### config.mk
export PLATFORM = sky130hd
export DESIGN_NAME = tis_device_end_flat
export DESIGN_NICKNAME = d
export VERILOG_FILES = /design/src/common/tis_pkg.sv /design/src/common/tis_link_if.sv /design/src/core/tis_device_end.sv /design/src/core/tis_tx_fifo.sv /design/src/flat_wrapper.sv
export VERILOG_INCLUDE_DIRS = /design/src /design/src/common
export SDC_FILE = /design/constraint.sdc
export NUM_CORES = 1
export LEC_CHECK = 0
export BUFFER_PORTS_ARGS = -buffer_cell sky130_fd_sc_hd__buf_2
export CAP_MARGIN = 5
export CORE_ASPECT_RATIO = 2
export CORE_MARGIN = 2
export CORE_UTILIZATION = 55
export CTS_CLUSTER_SIZE = 25
export DETAILED_ROUTE_END_ITERATION = 12
export GPL_TIMING_DRIVEN = 0
export PLACE_DENSITY = 0.73
export SYNTH_ARGS = -nofsm -noshare
export SYNTH_HDL_FRONTEND = slang
export SYNTH_HIERARCHICAL = 1
export SYNTH_SLANG_ARGS = --single-unit
### constraint.sdc
create_clock -name clock_i -period 3.5 [get_ports clock_i]
set_input_delay 0.525 -clock clock_i [delete_from_list [all_inputs] [get_ports clock_i]]
set_output_delay 0.525 -clock clock_i [all_outputs]
set_load 0.005 [all_outputs]
### src/common/tis_consts.svh
`ifndef TIS_CONSTS_SVH
`define TIS_CONSTS_SVH

// ****************************************
// register offsets on the link
// ****************************************
`define TIS_OFS_TX_CTRL 8'h02
`define TIS_OFS_TX_STATUS 8'h04
`define TIS_OFS_TX_BUFFER 8'h20
`define TIS_OFS_POWER_CTRL 8'h26

// ****************************************
// status bit positions
// ****************************************
`define TIS_BIT_OSC 7
`define TIS_BIT_LOWBAT 6
`define TIS_BIT_NOT_FULL 5
`define TIS_BIT_HALF 4
`define TIS_BIT_EMPTY 3
`define TIS_BIT_BUFERR 2
`define TIS_BIT_DONE 1
`define TIS_BIT_FAIL 0

// ****************************************
// control bit positions and reset values
// ****************************************
`define TIS_BIT_GO 7
`define TIS_BIT_CLR 6
`define TIS_CTRL_EN_RESET 6'h03
`define TIS_BIT_PM_EN 7
`define TIS_BIT_OSC_EN 1
`define TIS_BIT_LOWBAT_EN 0
`define TIS_PWR_RESET 8'h00
`define TIS_BYTE_ZERO 8'h00

// ****************************************
// transmit buffer
// ****************************************
`define TIS_FIFO_DEPTH 16
`define TIS_FIFO_FULL 5'h10
`define TIS_NOT_FULL_MAX 5'h0F
`define TIS_HALF_MAX 5'h08
`define TIS_CNT_ZERO 5'h00
`define TIS_CNT_ONE 5'h01
`define TIS_PTR_ZERO 4'h0
`define TIS_PTR_ONE 4'h1

// ****************************************
// host wishbone map
// ****************************************
`define TIS_WB_CMD 4'h0
`define TIS_WB_RESULT 4'h4
`define TIS_CMD_WE 16
`define TIS_CMD_STAT 17
`define TIS_CMD_XACT 18
`define TIS_RES_BUSY 16
`define TIS_RES_IRQ 17
`define TIS_RES_SECOND 18
`define TIS_WORD_ZERO 32'h00000000

`endif

### src/common/tis_pkg.sv
package tis_pkg;

  typedef logic [7:0] tis_byte_type;

  typedef enum logic [1:0]
  {
    tis_idle = 2'b00,
    tis_wait = 2'b01,
    tis_gap = 2'b10
  } tis_host_state_type;

endpackage

### src/common/tis_link_if.sv
`timescale 1ns/100ps

interface tis_link_if;
  import tis_pkg::*;

  logic req;
  logic we;
  tis_byte_type addr;
  tis_byte_type wdata;
  tis_byte_type rdata;
  logic ack;
  logic irq;

  modport device
  (
    input req,
    input we,
    input addr,
    input wdata,
    output rdata,
    output ack,
    output irq
  );

  modport host
  (
    output req,
    output we,
    output addr,
    output wdata,
    input rdata,
    input ack,
    input irq
  );
endinterface

### src/core/tis_device_end.sv
// Overview of operation
// [RL1] flags update regardless of enable bits
// [RL2] irq high while any enabled flag set
// [RL3] flags may change in different cycles
// [RL4] bit 7 set once oscillator settled
// [RL5] bit 6 follows battery, off without manager
// [RL6] bit 5 set at 15 bytes or fewer
// [RL7] bit 4 set at eight bytes or fewer
// [RL8] bit 3 set while buffer empty
// [RL9] bit 2 set on buffer underflow
// [RL10] bit 2 set on write into full buffer
// [RL11] bit 2 held until buffer clear command
// [RL12] no transaction mode: done after checksum
// [RL13] transaction mode: done after whole transaction
// [RL14] status read clears done and fail
// [RL15] host rereads when done without fail; the host only does so for status commands with the transaction bit set
// [RL16] host never rereads after done with fail
// [RL17] done may stay clear on failure
// [RL18] outcome may appear in receive flags
// [RL19] bit 0 set on acknowledgement timeout in transaction mode
// [RL20] writing one to clear empties buffer
// [RL21] host sets done and fail enables together
// [RL22] fill flags from zero-to-sixteen counter
`timescale 1ns/100ps
`include "tis_consts.svh"

module tis_device_end
  import tis_pkg::*;
(
  input wire logic clock_i,
  input wire logic resetn_i,
  tis_link_if.device link,
  input wire logic osc_settled_i,
  input wire logic battery_below_i,
  input wire logic xact_mode_i,
  input wire logic tx_byte_req_i,
  input wire logic bytes_pending_i,
  input wire logic crc_sent_i,
  input wire logic xact_done_i,
  input wire logic ack_timeout_i,
  output tis_byte_type tx_data_o,
  output logic tx_data_strobe_o,
  output logic tx_go_o,
  output logic power_manager_en_o
);

  // ****************************************
  // helpers
  // ****************************************
  function automatic logic addr_hit(input tis_byte_type a, input tis_byte_type ofs);
    addr_hit = (a == ofs);
  endfunction
  // ****************************************
  // declarations
  // ****************************************
  logic osc_meta_ff, osc_sync_ff, bat_meta_ff, bat_sync_ff;
  logic ack_ff, irq_ff, go_ff, buferr_ff, done_ff, fail_ff, strobe_ff;
  logic [5:0] ctrl_en_ff;
  tis_byte_type rdata_ff, pwr_ff;
  logic nxt_buferr, nxt_done, nxt_fail, nxt_irq;
  logic access, rd, wr, status_rd, ctrl_wr, pwr_wr, buf_wr, clear_cmd;
  logic pop, end_of_packet, lowbat_flag, full, empty;
  logic [4:0] count;
  tis_byte_type fifo_data, status_vec, enable_vec;
  // ****************************************
  // pin synchronisers
  // ****************************************
  always_ff @(posedge clock_i or negedge resetn_i)
  begin
    if (!resetn_i)
    begin
      osc_meta_ff <= 1'b0;
      osc_sync_ff <= 1'b0;
      bat_meta_ff <= 1'b0;
      bat_sync_ff <= 1'b0;
    end
    else
    begin
      osc_meta_ff <= osc_settled_i;
      osc_sync_ff <= osc_meta_ff;
      bat_meta_ff <= battery_below_i;
      bat_sync_ff <= bat_meta_ff;
    end
  end
  // ****************************************
  // link decode
  // ****************************************
  // ack_ff blocks a second action while host still holds req
  assign access = link.req & ~ack_ff;
  assign rd = access & ~link.we;
  assign wr = access & link.we;
  assign status_rd = rd & addr_hit(link.addr, `TIS_OFS_TX_STATUS);
  assign ctrl_wr = wr & addr_hit(link.addr, `TIS_OFS_TX_CTRL);
  assign pwr_wr = wr & addr_hit(link.addr, `TIS_OFS_POWER_CTRL);
  assign buf_wr = wr & addr_hit(link.addr, `TIS_OFS_TX_BUFFER);
  assign clear_cmd = ctrl_wr & link.wdata[`TIS_BIT_CLR]; // see [RL20]
  // ****************************************
  // transmit buffer
  // ****************************************
  // clear wins over a same-cycle pop, so no stale strobe goes out
  assign pop = tx_byte_req_i & ~empty & ~clear_cmd;
  tis_tx_fifo u_fifo
  (
    .clock_i(clock_i),
    .resetn_i(resetn_i),
    .push_i(buf_wr),
    .data_i(link.wdata),
    .pop_i(pop),
    .clear_i(clear_cmd), // see [RL20]
    .data_o(fifo_data),
    .count_o(count),
    .full_o(full),
    .empty_o(empty)
  );
  always_ff @(posedge clock_i or negedge resetn_i)
  begin
    if (!resetn_i)
    begin
      strobe_ff <= 1'b0;
    end
    else
    begin
      strobe_ff <= pop;
    end
  end
  // ****************************************
  // status vector
  // ****************************************
  assign lowbat_flag = pwr_ff[`TIS_BIT_PM_EN] & bat_sync_ff; // see [RL5]
  always_comb
  begin
    status_vec = `TIS_BYTE_ZERO;
    status_vec[`TIS_BIT_OSC] = osc_sync_ff; // see [RL4]
    status_vec[`TIS_BIT_LOWBAT] = lowbat_flag; // see [RL5]
    status_vec[`TIS_BIT_NOT_FULL] = (count <= `TIS_NOT_FULL_MAX); // see [RL6]
    status_vec[`TIS_BIT_HALF] = (count <= `TIS_HALF_MAX); // see [RL7]
    status_vec[`TIS_BIT_EMPTY] = (count == `TIS_CNT_ZERO); // see [RL8]
    status_vec[`TIS_BIT_BUFERR] = buferr_ff;
    status_vec[`TIS_BIT_DONE] = done_ff;
    status_vec[`TIS_BIT_FAIL] = fail_ff;
  end
  // ****************************************
  // sticky flags, set wins over clear
  // ****************************************
  // flags ignore the enables so polling works; see [RL1]
  assign end_of_packet = xact_mode_i ? xact_done_i : crc_sent_i; // see [RL12] see [RL13]
  always_comb
  begin
    nxt_buferr = (tx_byte_req_i & empty & bytes_pending_i) // see [RL9]
      | (buf_wr & full) // see [RL10]
      | (buferr_ff & ~clear_cmd); // see [RL11]
    nxt_done = end_of_packet | (done_ff & ~status_rd); // see [RL14]
    nxt_fail = (xact_mode_i & ack_timeout_i) | (fail_ff & ~status_rd); // see [RL19] see [RL14]
  end
  always_ff @(posedge clock_i or negedge resetn_i)
  begin
    if (!resetn_i)
    begin
      buferr_ff <= 1'b0;
      done_ff <= 1'b0;
      fail_ff <= 1'b0;
    end
    else
    begin
      buferr_ff <= nxt_buferr;
      done_ff <= nxt_done;
      fail_ff <= nxt_fail;
    end
  end
  // ****************************************
  // control registers
  // ****************************************
  always_ff @(posedge clock_i or negedge resetn_i)
  begin
    if (!resetn_i)
    begin
      ctrl_en_ff <= `TIS_CTRL_EN_RESET;
      pwr_ff <= `TIS_PWR_RESET;
    end
    else
    begin
      if (ctrl_wr)
      begin
        ctrl_en_ff <= link.wdata[5:0];
      end
      if (pwr_wr)
      begin
        pwr_ff <= link.wdata;
      end
    end
  end
  // a new start written at the end edge wins, so no packet is lost
  always_ff @(posedge clock_i or negedge resetn_i)
  begin
    if (!resetn_i)
    begin
      go_ff <= 1'b0;
    end
    else if (ctrl_wr && link.wdata[`TIS_BIT_GO])
    begin
      go_ff <= 1'b1;
    end
    else if (end_of_packet)
    begin
      go_ff <= 1'b0;
    end
  end
  // ****************************************
  // interrupt output
  // ****************************************
  // one cycle behind the flags, as the output must come from a flop
  assign enable_vec = {pwr_ff[`TIS_BIT_OSC_EN], pwr_ff[`TIS_BIT_LOWBAT_EN], ctrl_en_ff};
  assign nxt_irq = |(status_vec & enable_vec); // see [RL2]
  always_ff @(posedge clock_i or negedge resetn_i)
  begin
    if (!resetn_i)
    begin
      irq_ff <= 1'b0;
    end
    else
    begin
      irq_ff <= nxt_irq;
    end
  end
  // ****************************************
  // link answer
  // ****************************************
  // status snapshot is taken at the same edge that clears done and fail
  always_ff @(posedge clock_i or negedge resetn_i)
  begin
    if (!resetn_i)
    begin
      ack_ff <= 1'b0;
      rdata_ff <= `TIS_BYTE_ZERO;
    end
    else
    begin
      ack_ff <= access;
      if (rd)
      begin
        if (addr_hit(link.addr, `TIS_OFS_TX_STATUS))
        begin
          rdata_ff <= status_vec;
        end
        else if (addr_hit(link.addr, `TIS_OFS_TX_CTRL))
        begin
          rdata_ff <= {go_ff, 1'b0, ctrl_en_ff};
        end
        else if (addr_hit(link.addr, `TIS_OFS_POWER_CTRL))
        begin
          rdata_ff <= pwr_ff;
        end
        else
        begin
          rdata_ff <= `TIS_BYTE_ZERO;
        end
      end
    end
  end
  assign link.ack = ack_ff;
  assign link.rdata = rdata_ff;
  assign link.irq = irq_ff;
  assign tx_data_o = fifo_data;
  assign tx_data_strobe_o = strobe_ff;
  assign tx_go_o = go_ff;
  assign power_manager_en_o = pwr_ff[`TIS_BIT_PM_EN];
endmodule

### src/core/tis_tx_fifo.sv
`timescale 1ns/100ps
`include "tis_consts.svh"

module tis_tx_fifo
  import tis_pkg::*;
(
  input wire logic clock_i,
  input wire logic resetn_i,
  input wire logic push_i,
  input wire tis_byte_type data_i,
  input wire logic pop_i,
  input wire logic clear_i,
  output tis_byte_type data_o,
  output logic [4:0] count_o,
  output logic full_o,
  output logic empty_o
);

  tis_byte_type mem_ff [0:`TIS_FIFO_DEPTH-1];
  logic [3:0] wr_ptr_ff;
  logic [3:0] rd_ptr_ff;
  logic [4:0] count_ff;
  tis_byte_type data_ff;
  logic do_push;
  logic do_pop;

  assign full_o = (count_ff == `TIS_FIFO_FULL);
  assign empty_o = (count_ff == `TIS_CNT_ZERO);
  // clear has priority so a stale push cannot survive it
  assign do_push = push_i & ~full_o & ~clear_i;
  assign do_pop = pop_i & ~empty_o & ~clear_i;
  assign count_o = count_ff;
  assign data_o = data_ff;

  // ****************************************
  // storage, no reset needed on data
  // ****************************************
  always_ff @(posedge clock_i)
  begin
    if (do_push)
    begin
      mem_ff[wr_ptr_ff] <= data_i;
    end
  end

  // ****************************************
  // pointers and fill counter
  // ****************************************
  always_ff @(posedge clock_i or negedge resetn_i)
  begin
    if (!resetn_i)
    begin
      wr_ptr_ff <= `TIS_PTR_ZERO;
      rd_ptr_ff <= `TIS_PTR_ZERO;
      count_ff <= `TIS_CNT_ZERO;
    end
    else if (clear_i)
    begin
      wr_ptr_ff <= `TIS_PTR_ZERO;
      rd_ptr_ff <= `TIS_PTR_ZERO;
      count_ff <= `TIS_CNT_ZERO;
    end
    else
    begin
      if (do_push)
      begin
        wr_ptr_ff <= wr_ptr_ff + `TIS_PTR_ONE;
      end
      if (do_pop)
      begin
        rd_ptr_ff <= rd_ptr_ff + `TIS_PTR_ONE;
      end
      if (do_push && !do_pop)
      begin
        count_ff <= count_ff + `TIS_CNT_ONE; // see [RL22]
      end
      else if (do_pop && !do_push)
      begin
        count_ff <= count_ff - `TIS_CNT_ONE; // see [RL22]
      end
    end
  end

  always_ff @(posedge clock_i or negedge resetn_i)
  begin
    if (!resetn_i)
    begin
      data_ff <= `TIS_BYTE_ZERO;
    end
    else if (do_pop)
    begin
      data_ff <= mem_ff[rd_ptr_ff];
    end
  end

endmodule

### src/flat_wrapper.sv
// flat-port wrapper written by rule: the top's interface ports become plain ports
module tis_device_end_flat import tis_pkg::*;
  (clock_i, resetn_i, osc_settled_i, battery_below_i, xact_mode_i, tx_byte_req_i, bytes_pending_i, crc_sent_i, xact_done_i, ack_timeout_i, tx_data_o, tx_data_strobe_o, tx_go_o, power_manager_en_o, link_req, link_we, link_addr, link_wdata, link_rdata, link_ack, link_irq);
  tis_link_if link_i ();
  input wire logic clock_i;
  input wire logic resetn_i;
  input wire logic osc_settled_i;
  input wire logic battery_below_i;
  input wire logic xact_mode_i;
  input wire logic tx_byte_req_i;
  input wire logic bytes_pending_i;
  input wire logic crc_sent_i;
  input wire logic xact_done_i;
  input wire logic ack_timeout_i;
  output tis_byte_type tx_data_o;
  output logic tx_data_strobe_o;
  output logic tx_go_o;
  output logic power_manager_en_o;
  input wire logic [$bits(link_i.req)-1:0] link_req;
  input wire logic [$bits(link_i.we)-1:0] link_we;
  input wire logic [$bits(link_i.addr)-1:0] link_addr;
  input wire logic [$bits(link_i.wdata)-1:0] link_wdata;
  output wire logic [$bits(link_i.rdata)-1:0] link_rdata;
  output wire logic [$bits(link_i.ack)-1:0] link_ack;
  output wire logic [$bits(link_i.irq)-1:0] link_irq;
  assign link_i.req = link_req;
  assign link_i.we = link_we;
  assign link_i.addr = link_addr;
  assign link_i.wdata = link_wdata;
  assign link_rdata = link_i.rdata;
  assign link_ack = link_i.ack;
  assign link_irq = link_i.irq;
  tis_device_end u_core (.clock_i(clock_i), .resetn_i(resetn_i), .link(link_i), .osc_settled_i(osc_settled_i), .battery_below_i(battery_below_i), .xact_mode_i(xact_mode_i), .tx_byte_req_i(tx_byte_req_i), .bytes_pending_i(bytes_pending_i), .crc_sent_i(crc_sent_i), .xact_done_i(xact_done_i), .ack_timeout_i(ack_timeout_i), .tx_data_o(tx_data_o), .tx_data_strobe_o(tx_data_strobe_o), .tx_go_o(tx_go_o), .power_manager_en_o(power_manager_en_o));
endmodule
Word level (Yosys, flattened, before mapping) --
Memory sizes are Yosys's and may differ from the RTL's. A register that Yosys moved wholly into a read port is not among the register bits. Cells that the tools add are included.
Cells by class: $add $sub $neg 4, order comparisons 2, equality and inequality tests 5, multiplexer cells 15, bitwise gates (word level) 33, reductions and logical operators 12
Operators by type and width (count):
- $mux 8 | 3
- $and 1x1->1 | 22
- $eq 8x6->1 const B | 2
- $mux 4 | 4
- $mux 5 | 3
- $le 5x4->1 const B | 2
- $add 4x1->4 const B | 2
- $and 8x8->8 | 1
- $eq 8x2->1 const B | 1
- $eq 8x3->1 const B | 1
- $reduce_or 8->1 | 1
- $not 1->1 | 6
- $reduce_bool 2->1 | 3
- $add 5x1->5 const B | 1
- $eq 5x5->1 const B | 1
- $logic_not 5->1 | 1
- $mux 1 | 5
- $sub 5x1->5 const B | 1
- $or 1x1->1 | 4
- $logic_and 1x1->1 | 3
- $logic_not 1->1 | 3
- $reduce_bool 3->1 | 1
Word-level totals: register bits after elaboration 46, memory bits (writable) 128, output and inout port bits 21, word-level logic and storage cells 89, memories kept 1
Memory list:
- u_core.u_fifo.mem_ff | depth 16, bits a word 8, rd ports 1, clocked after Yosys merged registers in 1, wr ports 1, line tis_tx_fifo.sv:19 | tis_byte_type mem_ff [0:`TIS_FIFO_DEPTH-1];

Longest topological paths before layout --
depth in word-level cells 13, gate-level depth with buffers 13, depth with buffers taken out 12

Hierarchy --
Netlist, hierarchy kept.
By module, submodules not included:
- tis_tx_fifo | times used 1, cells an instance 328, area an instance 6079.6 um^2
- tis_device_end | times used 1, cells an instance 120, area an instance 1471.4 um^2

Worst setup path after synthesis --
No wires, ideal clock.
path kind input to register, start point input link_addr[3], end point register u_core.u_fifo.count_ff[4] (netlist: u_core/u_fifo/count_o[4]), arrival time 3198 ps, required time 3414 ps, path slack 216 ps, cell stages on the path 13, buffers on the path 1, path through or3_1 -> buf_2 -> nor3_1 -> and4b_1 -> nor3b_1 -> o21ai_1 -> nand2_1 -> fa_1 -> a21o_1 -> a21oi_1 -> and3_1 -> nor3_1 -> nor3_1
Between the ends: word-level cells in the longest chain between the ends 11, elaborated cells between the ends (all ways) 18
RTL lines:
- from (decl) | line flat_wrapper.sv:21 | input wire logic [$bits(link_i.addr)-1:0] link_addr;
- $eq 8x2->1 * | line tis_device_end.sv:51 | addr_hit = (a == ofs);
- $and 1x1->1 * | line tis_device_end.sv:93 | assign ctrl_wr = wr & addr_hit(link.addr, `TIS_OFS_TX_CTRL);
- $and 1x1->1 * | line tis_device_end.sv:96 | assign clear_cmd = ctrl_wr & link.wdata[`TIS_BIT_CLR];
- via u_core.clear_cmd | line tis_device_end.sv:61 | logic access, rd, wr, status_rd, ctrl_wr, pwr_wr, buf_wr, clear_cmd;
- $not 1->1 * | line tis_device_end.sv:101 | assign pop = tx_byte_req_i & ~empty & ~clear_cmd;
- $and 1x1->1 * | line tis_device_end.sv:101
- via u_core.pop | line tis_device_end.sv:62 | logic pop, end_of_packet, lowbat_flag, full, empty;
- $and 1x1->1 * (2 in series) | line tis_tx_fifo.sv:31 | assign do_pop = pop_i & ~empty_o & ~clear_i;
- $logic_not 1->1 | line tis_tx_fifo.sv:73 | if (do_push && !do_pop)
- $logic_and 1x1->1 | line tis_tx_fifo.sv:73
- $mux 5 | line tis_tx_fifo.sv:73
- $mux 5 | line tis_tx_fifo.sv:57 | else if (clear_i)
- to (signal assigned) | line tis_tx_fifo.sv:55 | count_ff <= `TIS_CNT_ZERO;
- to (signal assigned) | line tis_tx_fifo.sv:61 | count_ff <= `TIS_CNT_ZERO;
- to (signal assigned) | line tis_tx_fifo.sv:75 | count_ff <= count_ff + `TIS_CNT_ONE;
- to (decl) | line tis_tx_fifo.sv:22 | logic [4:0] count_ff;
The timed path passes the listed nets; every way through them passes the cells marked *. A chain may end at the register's enable or synchronous reset.

Worst setup path in the final report --
start point input link_addr[3], end point register u_core.u_fifo.count_ff[4] (netlist: u_core/u_fifo/count_o[4])
Between the ends: elaborated cells between the ends (all ways) 18
RTL lines:
- $eq 8x6->1 * | line tis_device_end.sv:51
- $and 1x1->1 * | line tis_device_end.sv:95 | assign buf_wr = wr & addr_hit(link.addr, `TIS_OFS_TX_BUFFER);
- via u_core.buf_wr | line tis_device_end.sv:61
- $and 1x1->1 * (2 in series) | line tis_tx_fifo.sv:30 | assign do_push = push_i & ~full_o & ~clear_i;
- $logic_and 1x1->1 / $logic_not 1->1 (equally long branches) | line tis_tx_fifo.sv:73, tis_tx_fifo.sv:77
- $mux 5 / $logic_and 1x1->1 (equally long branches) | line tis_tx_fifo.sv:73, tis_tx_fifo.sv:77
- $mux 5 / $reduce_bool 3->1 (equally long branches)
Marks and branches as above.

==> impl_metrics.toml <==
[status]
status = "complete, no violations"

[clock_tree]
cts_buffers = 17
path_clk_slew_ns = 0.07
clock_latency_ns = 0.42
cts_hold_buf = 0
cts_max_path_buffers = 2
cts_tree = "yes"
cts.sinks = 182
clock-root-buffer = "clkbuf_16"
htree_num_levels = 4

[synthesis]
syn_area_um2 = 7550
synth_most_common_cell = "edfxtp_1"
syn-instance-count = 448
synth-seq-cells = 182
ys_types = 53
synthTopCellsByArea = "edfxtp_1, dfrtp_1, mux4_2"
post_synth.cell_area_avg_um2 = 16.9
yosys.area.top_type_share = 0.509
synth_edf_count = 128
yosys_most_used_dff = "edfxtp_1"
synth_top_area_cell = "edfxtp_1"
ys_seq_area_frac = 0.688
synth_warnings = 6
syn_nets = 486
netlist_top_cells_count = "edfxtp_1, dfrtp_1, nor2_1"
synth-async-reset-ratio = 0.297

[critical_path]
crit_slowest_cell = "fa_1"
r2r_cells = 12
cp.arrival_ns = 3.57
cp_num_buf_inv = 2
endpoint_kind = "flip-flop"
critPathMaxFanout = 6
crit_family = "simple AND/OR/NAND/NOR gates"
crit_top_cell = "nor3_1"
crit_chain = "buf_2 > or3_1 > buf_2 > nor3_1 > and3_1 > o21ai_1 > nor2_1 > nand2_2 > fa_1 > a21o_1 > a21oi_1 > and3_1 > nor3_1 > nor3_1"
start_kind = "input port"
cp_num_cells = 14
max_stage_delay_ns = 0.45
cp_data_required_time_ns = 3.83
critPathKind = "in2reg"

[sta]
grt_setup_unrepaired = "no"
timing.fmax_ghz = 0.309
hold_viol = 0
worst_pin_slew_ns = 1.00
period_share = 0.924
final-max-slew-violation-count = 0
relSlewSlack = 0.328
finalClockSkew_ns = 0.0118
min_period_ns = 3.24
setup_viol = 0
tns_ns = 0

[power]
power.internal_w = 0.00417
pwr-share-comb = 0.237
clkPwrFrac = 0.327
sw_frac_of_total = 0.282
leakage_nw = 3.19
power.density_nw_per_um2 = 671
seqPwrFrac = 0.436
p_switching_w = 0.00164
ir_drop_uv = 477

[final_layout]
drive_above_1_share = 0.317
fin_area_um2 = 8660
fin_nets = 558
utilization = 0.645
nFillCells = 888
syn2layout_area_growth_pct = 14.7
antenna_cells = 0

[grt]
grt_usage = 0.238
grt_max_degree = 55
grt_pass1_vias = 4577
antenna_found_initial = 0
grt_overflow = 0
grt_pass1_wl_mm = 25.6

[run]
maxCapViolCount = 0

[placed_design]
io_buffer_count = 48
gp_congestion = 0.861
placed_cell_area_um2 = 8050
dp_hpwl_mm = 11.2

[die]
die_w_um = 86.9
rows = 60
core_um2 = 13400
die_area_um2 = 14700
initial_core_util = 0.562
die_y_um = 170
io_pins = 49

[detailed_routing]
drt-total-wl_mm = 16.2
viasPerCell = 6.25
drc = 0
ant_nets = 0
routedWlPerCell_um = 23.5
vias = 4298
first_pass_iters = 5
drt-initial-drc-count = 322

[worst_hold_path]
holdCritPathClass = "in2async"
==> cells by family after synthesis <==
logic type	synth area share
AOI/OAI and AO/OA	0.0517
xor gates and xnor gates	0.00928
adders and majority gates	0.0176
buffers and inverters	0.0177
DFF	0.688
muxes	0.145
and+or+nand+nor	0.0706
==> power by group through the flow <==
| stage | combinational [W] | sequential [W] | clock (W) |
|---|---|---|---|
| after floorplan | 0.000988 | 0.00256 | 0 |
| after global placement | 0.00134 | 0.00257 | 0 |
| after detailed placement | 0.00138 | 0.00258 | 0 |
| after CTS | 0.00140 | 0.00253 | 0.00193 |
| after global routing | 0.00151 | 0.00255 | 0.00201 |
| final | 0.00138 | 0.00253 | 0.00190 |
==> flip-flops by register name (all words and copies together), names as in the netlist <==
signal and count:
u_core/bat_meta_ff 1, u_core/bat_sync_ff 1, u_core/buferr_ff 1, u_core/ctrl_en_ff 6, u_core/done_ff 1, u_core/fail_ff 1
u_core/link.ack 1, u_core/link.irq 1, u_core/link.rdata 8, u_core/osc_meta_ff 1, u_core/osc_sync_ff 1, u_core/pwr_ff 8
u_core/tx_data_strobe_o 1, u_core/tx_go_o 1, u_core/u_fifo/count_o 5, u_core/u_fifo/data_o 8, u_core/u_fifo/mem_ff 128, u_core/u_fifo/rd_ptr_ff 4
u_core/u_fifo/wr_ptr_ff 4
==> stage by stage <==
step | hold slack [ns] | setup slack, ns | total power [W] | instances
final | 0.166 | 0.264 | 0.00581 | 688
after global routing | 0.195 | 0.0388 | 0.00606 | 688
after CTS | 0.198 | 0.0396 | 0.00586 | 687
after detailed placement | 0.339 | -0.443 | 0.00396 | 655
after global placement | 0.333 | -0.709 | 0.00391 | 651
after floorplan | 0.229 | 0.216 | 0.00355 | 448
==> layout by cell type (no fill, tap or decap), types with 3 or more instances in the layout <==
| master | synthesis | routed |
|---|---|---|
| a21oi_1 | 11 | 11 |
| nor2_1 | 33 | 33 |
| mux4_2 | 32 | 32 |
| a22oi_1 | 8 | 8 |
| nand3_1 | 5 | 5 |
| inv_1 | 4 | 4 |
| clkbuf_16 | 0 | 17 |
| inv_6 | 0 | 5 |
| xor2_1 | 4 | 4 |
| a22o_1 | 9 | 9 |
| and2b_1 | 3 | 3 |
| edfxtp_1 | 128 | 128 |
| mux2i_1 | 17 | 17 |
| o221ai_1 | 8 | 8 |
| nor3_1 | 8 | 4 |
| mux2_2 | 18 | 18 |
| nand2_1 | 24 | 23 |
| ha_1 | 9 | 9 |
| buf_2 | 10 | 58 |
| buf_4 | 0 | 5 |
| dfrtp_1 | 52 | 52 |
| nor4_2 | 0 | 3 |
| clkbuf_1 | 11 | 12 |
| xnor2_1 | 4 | 4 |
| nor3_2 | 2 | 6 |
| and3_1 | 3 | 3 |
==> per-layer routing <==
layer | routed length (µm) | GRT usage | up-vias
met2 | 9680 | 0.452 | 162
met3 | 615 | 0.0394 | 41
li1 | - | - | 1895
met5 | 0 | 0 | -
met1 | 5370 | 0.255 | 2200
met4 | 483 | 0.0890 | 0
==> timing repair <==
item,CTS,global route
pin swaps,0,0
buffers inserted,0,1
resized for setup,1,2
hold endpoints to repair,0,0
setup endpoints to repair,1,1
==> layout make-up <==
| type | count | area, µm² | area share |
|---|---|---|---|
| Timing Repair Buffer | 53 | 278 | 0.0321 |
| Sequential cell | 182 | 5200 | 0.600 |
| Inverter | 4 | 15.0 | 0.00173 |
| Tap cell | 155 | 194 | 0.0224 |
| Buffer | 24 | 119 | 0.0137 |
| Clock inverter | 14 | 163 | 0.0188 |
| Multi-Input combinational cell | 238 | 2270 | 0.262 |
| Clock buffer | 18 | 429 | 0.0495 |
==> final timing paths <==
path,start,to,slack [ns]
max,link_addr[3],u_core/u_fifo/count_o[4],0.26
min,resetn_i,u_core/u_fifo/count_o[1],0.17
max reg2reg,u_core/u_fifo/count_o[1],u_core/u_fifo/count_o[4],0.31
min reg2reg,u_core/bat_meta_ff,u_core/bat_sync_ff,0.35
max in group asynchronous,resetn_i,u_core/u_fifo/data_o[1],2.86
min in group clock_i,battery_below_i,u_core/bat_meta_ff,0.21
Power figures use the tool's default switching activity.
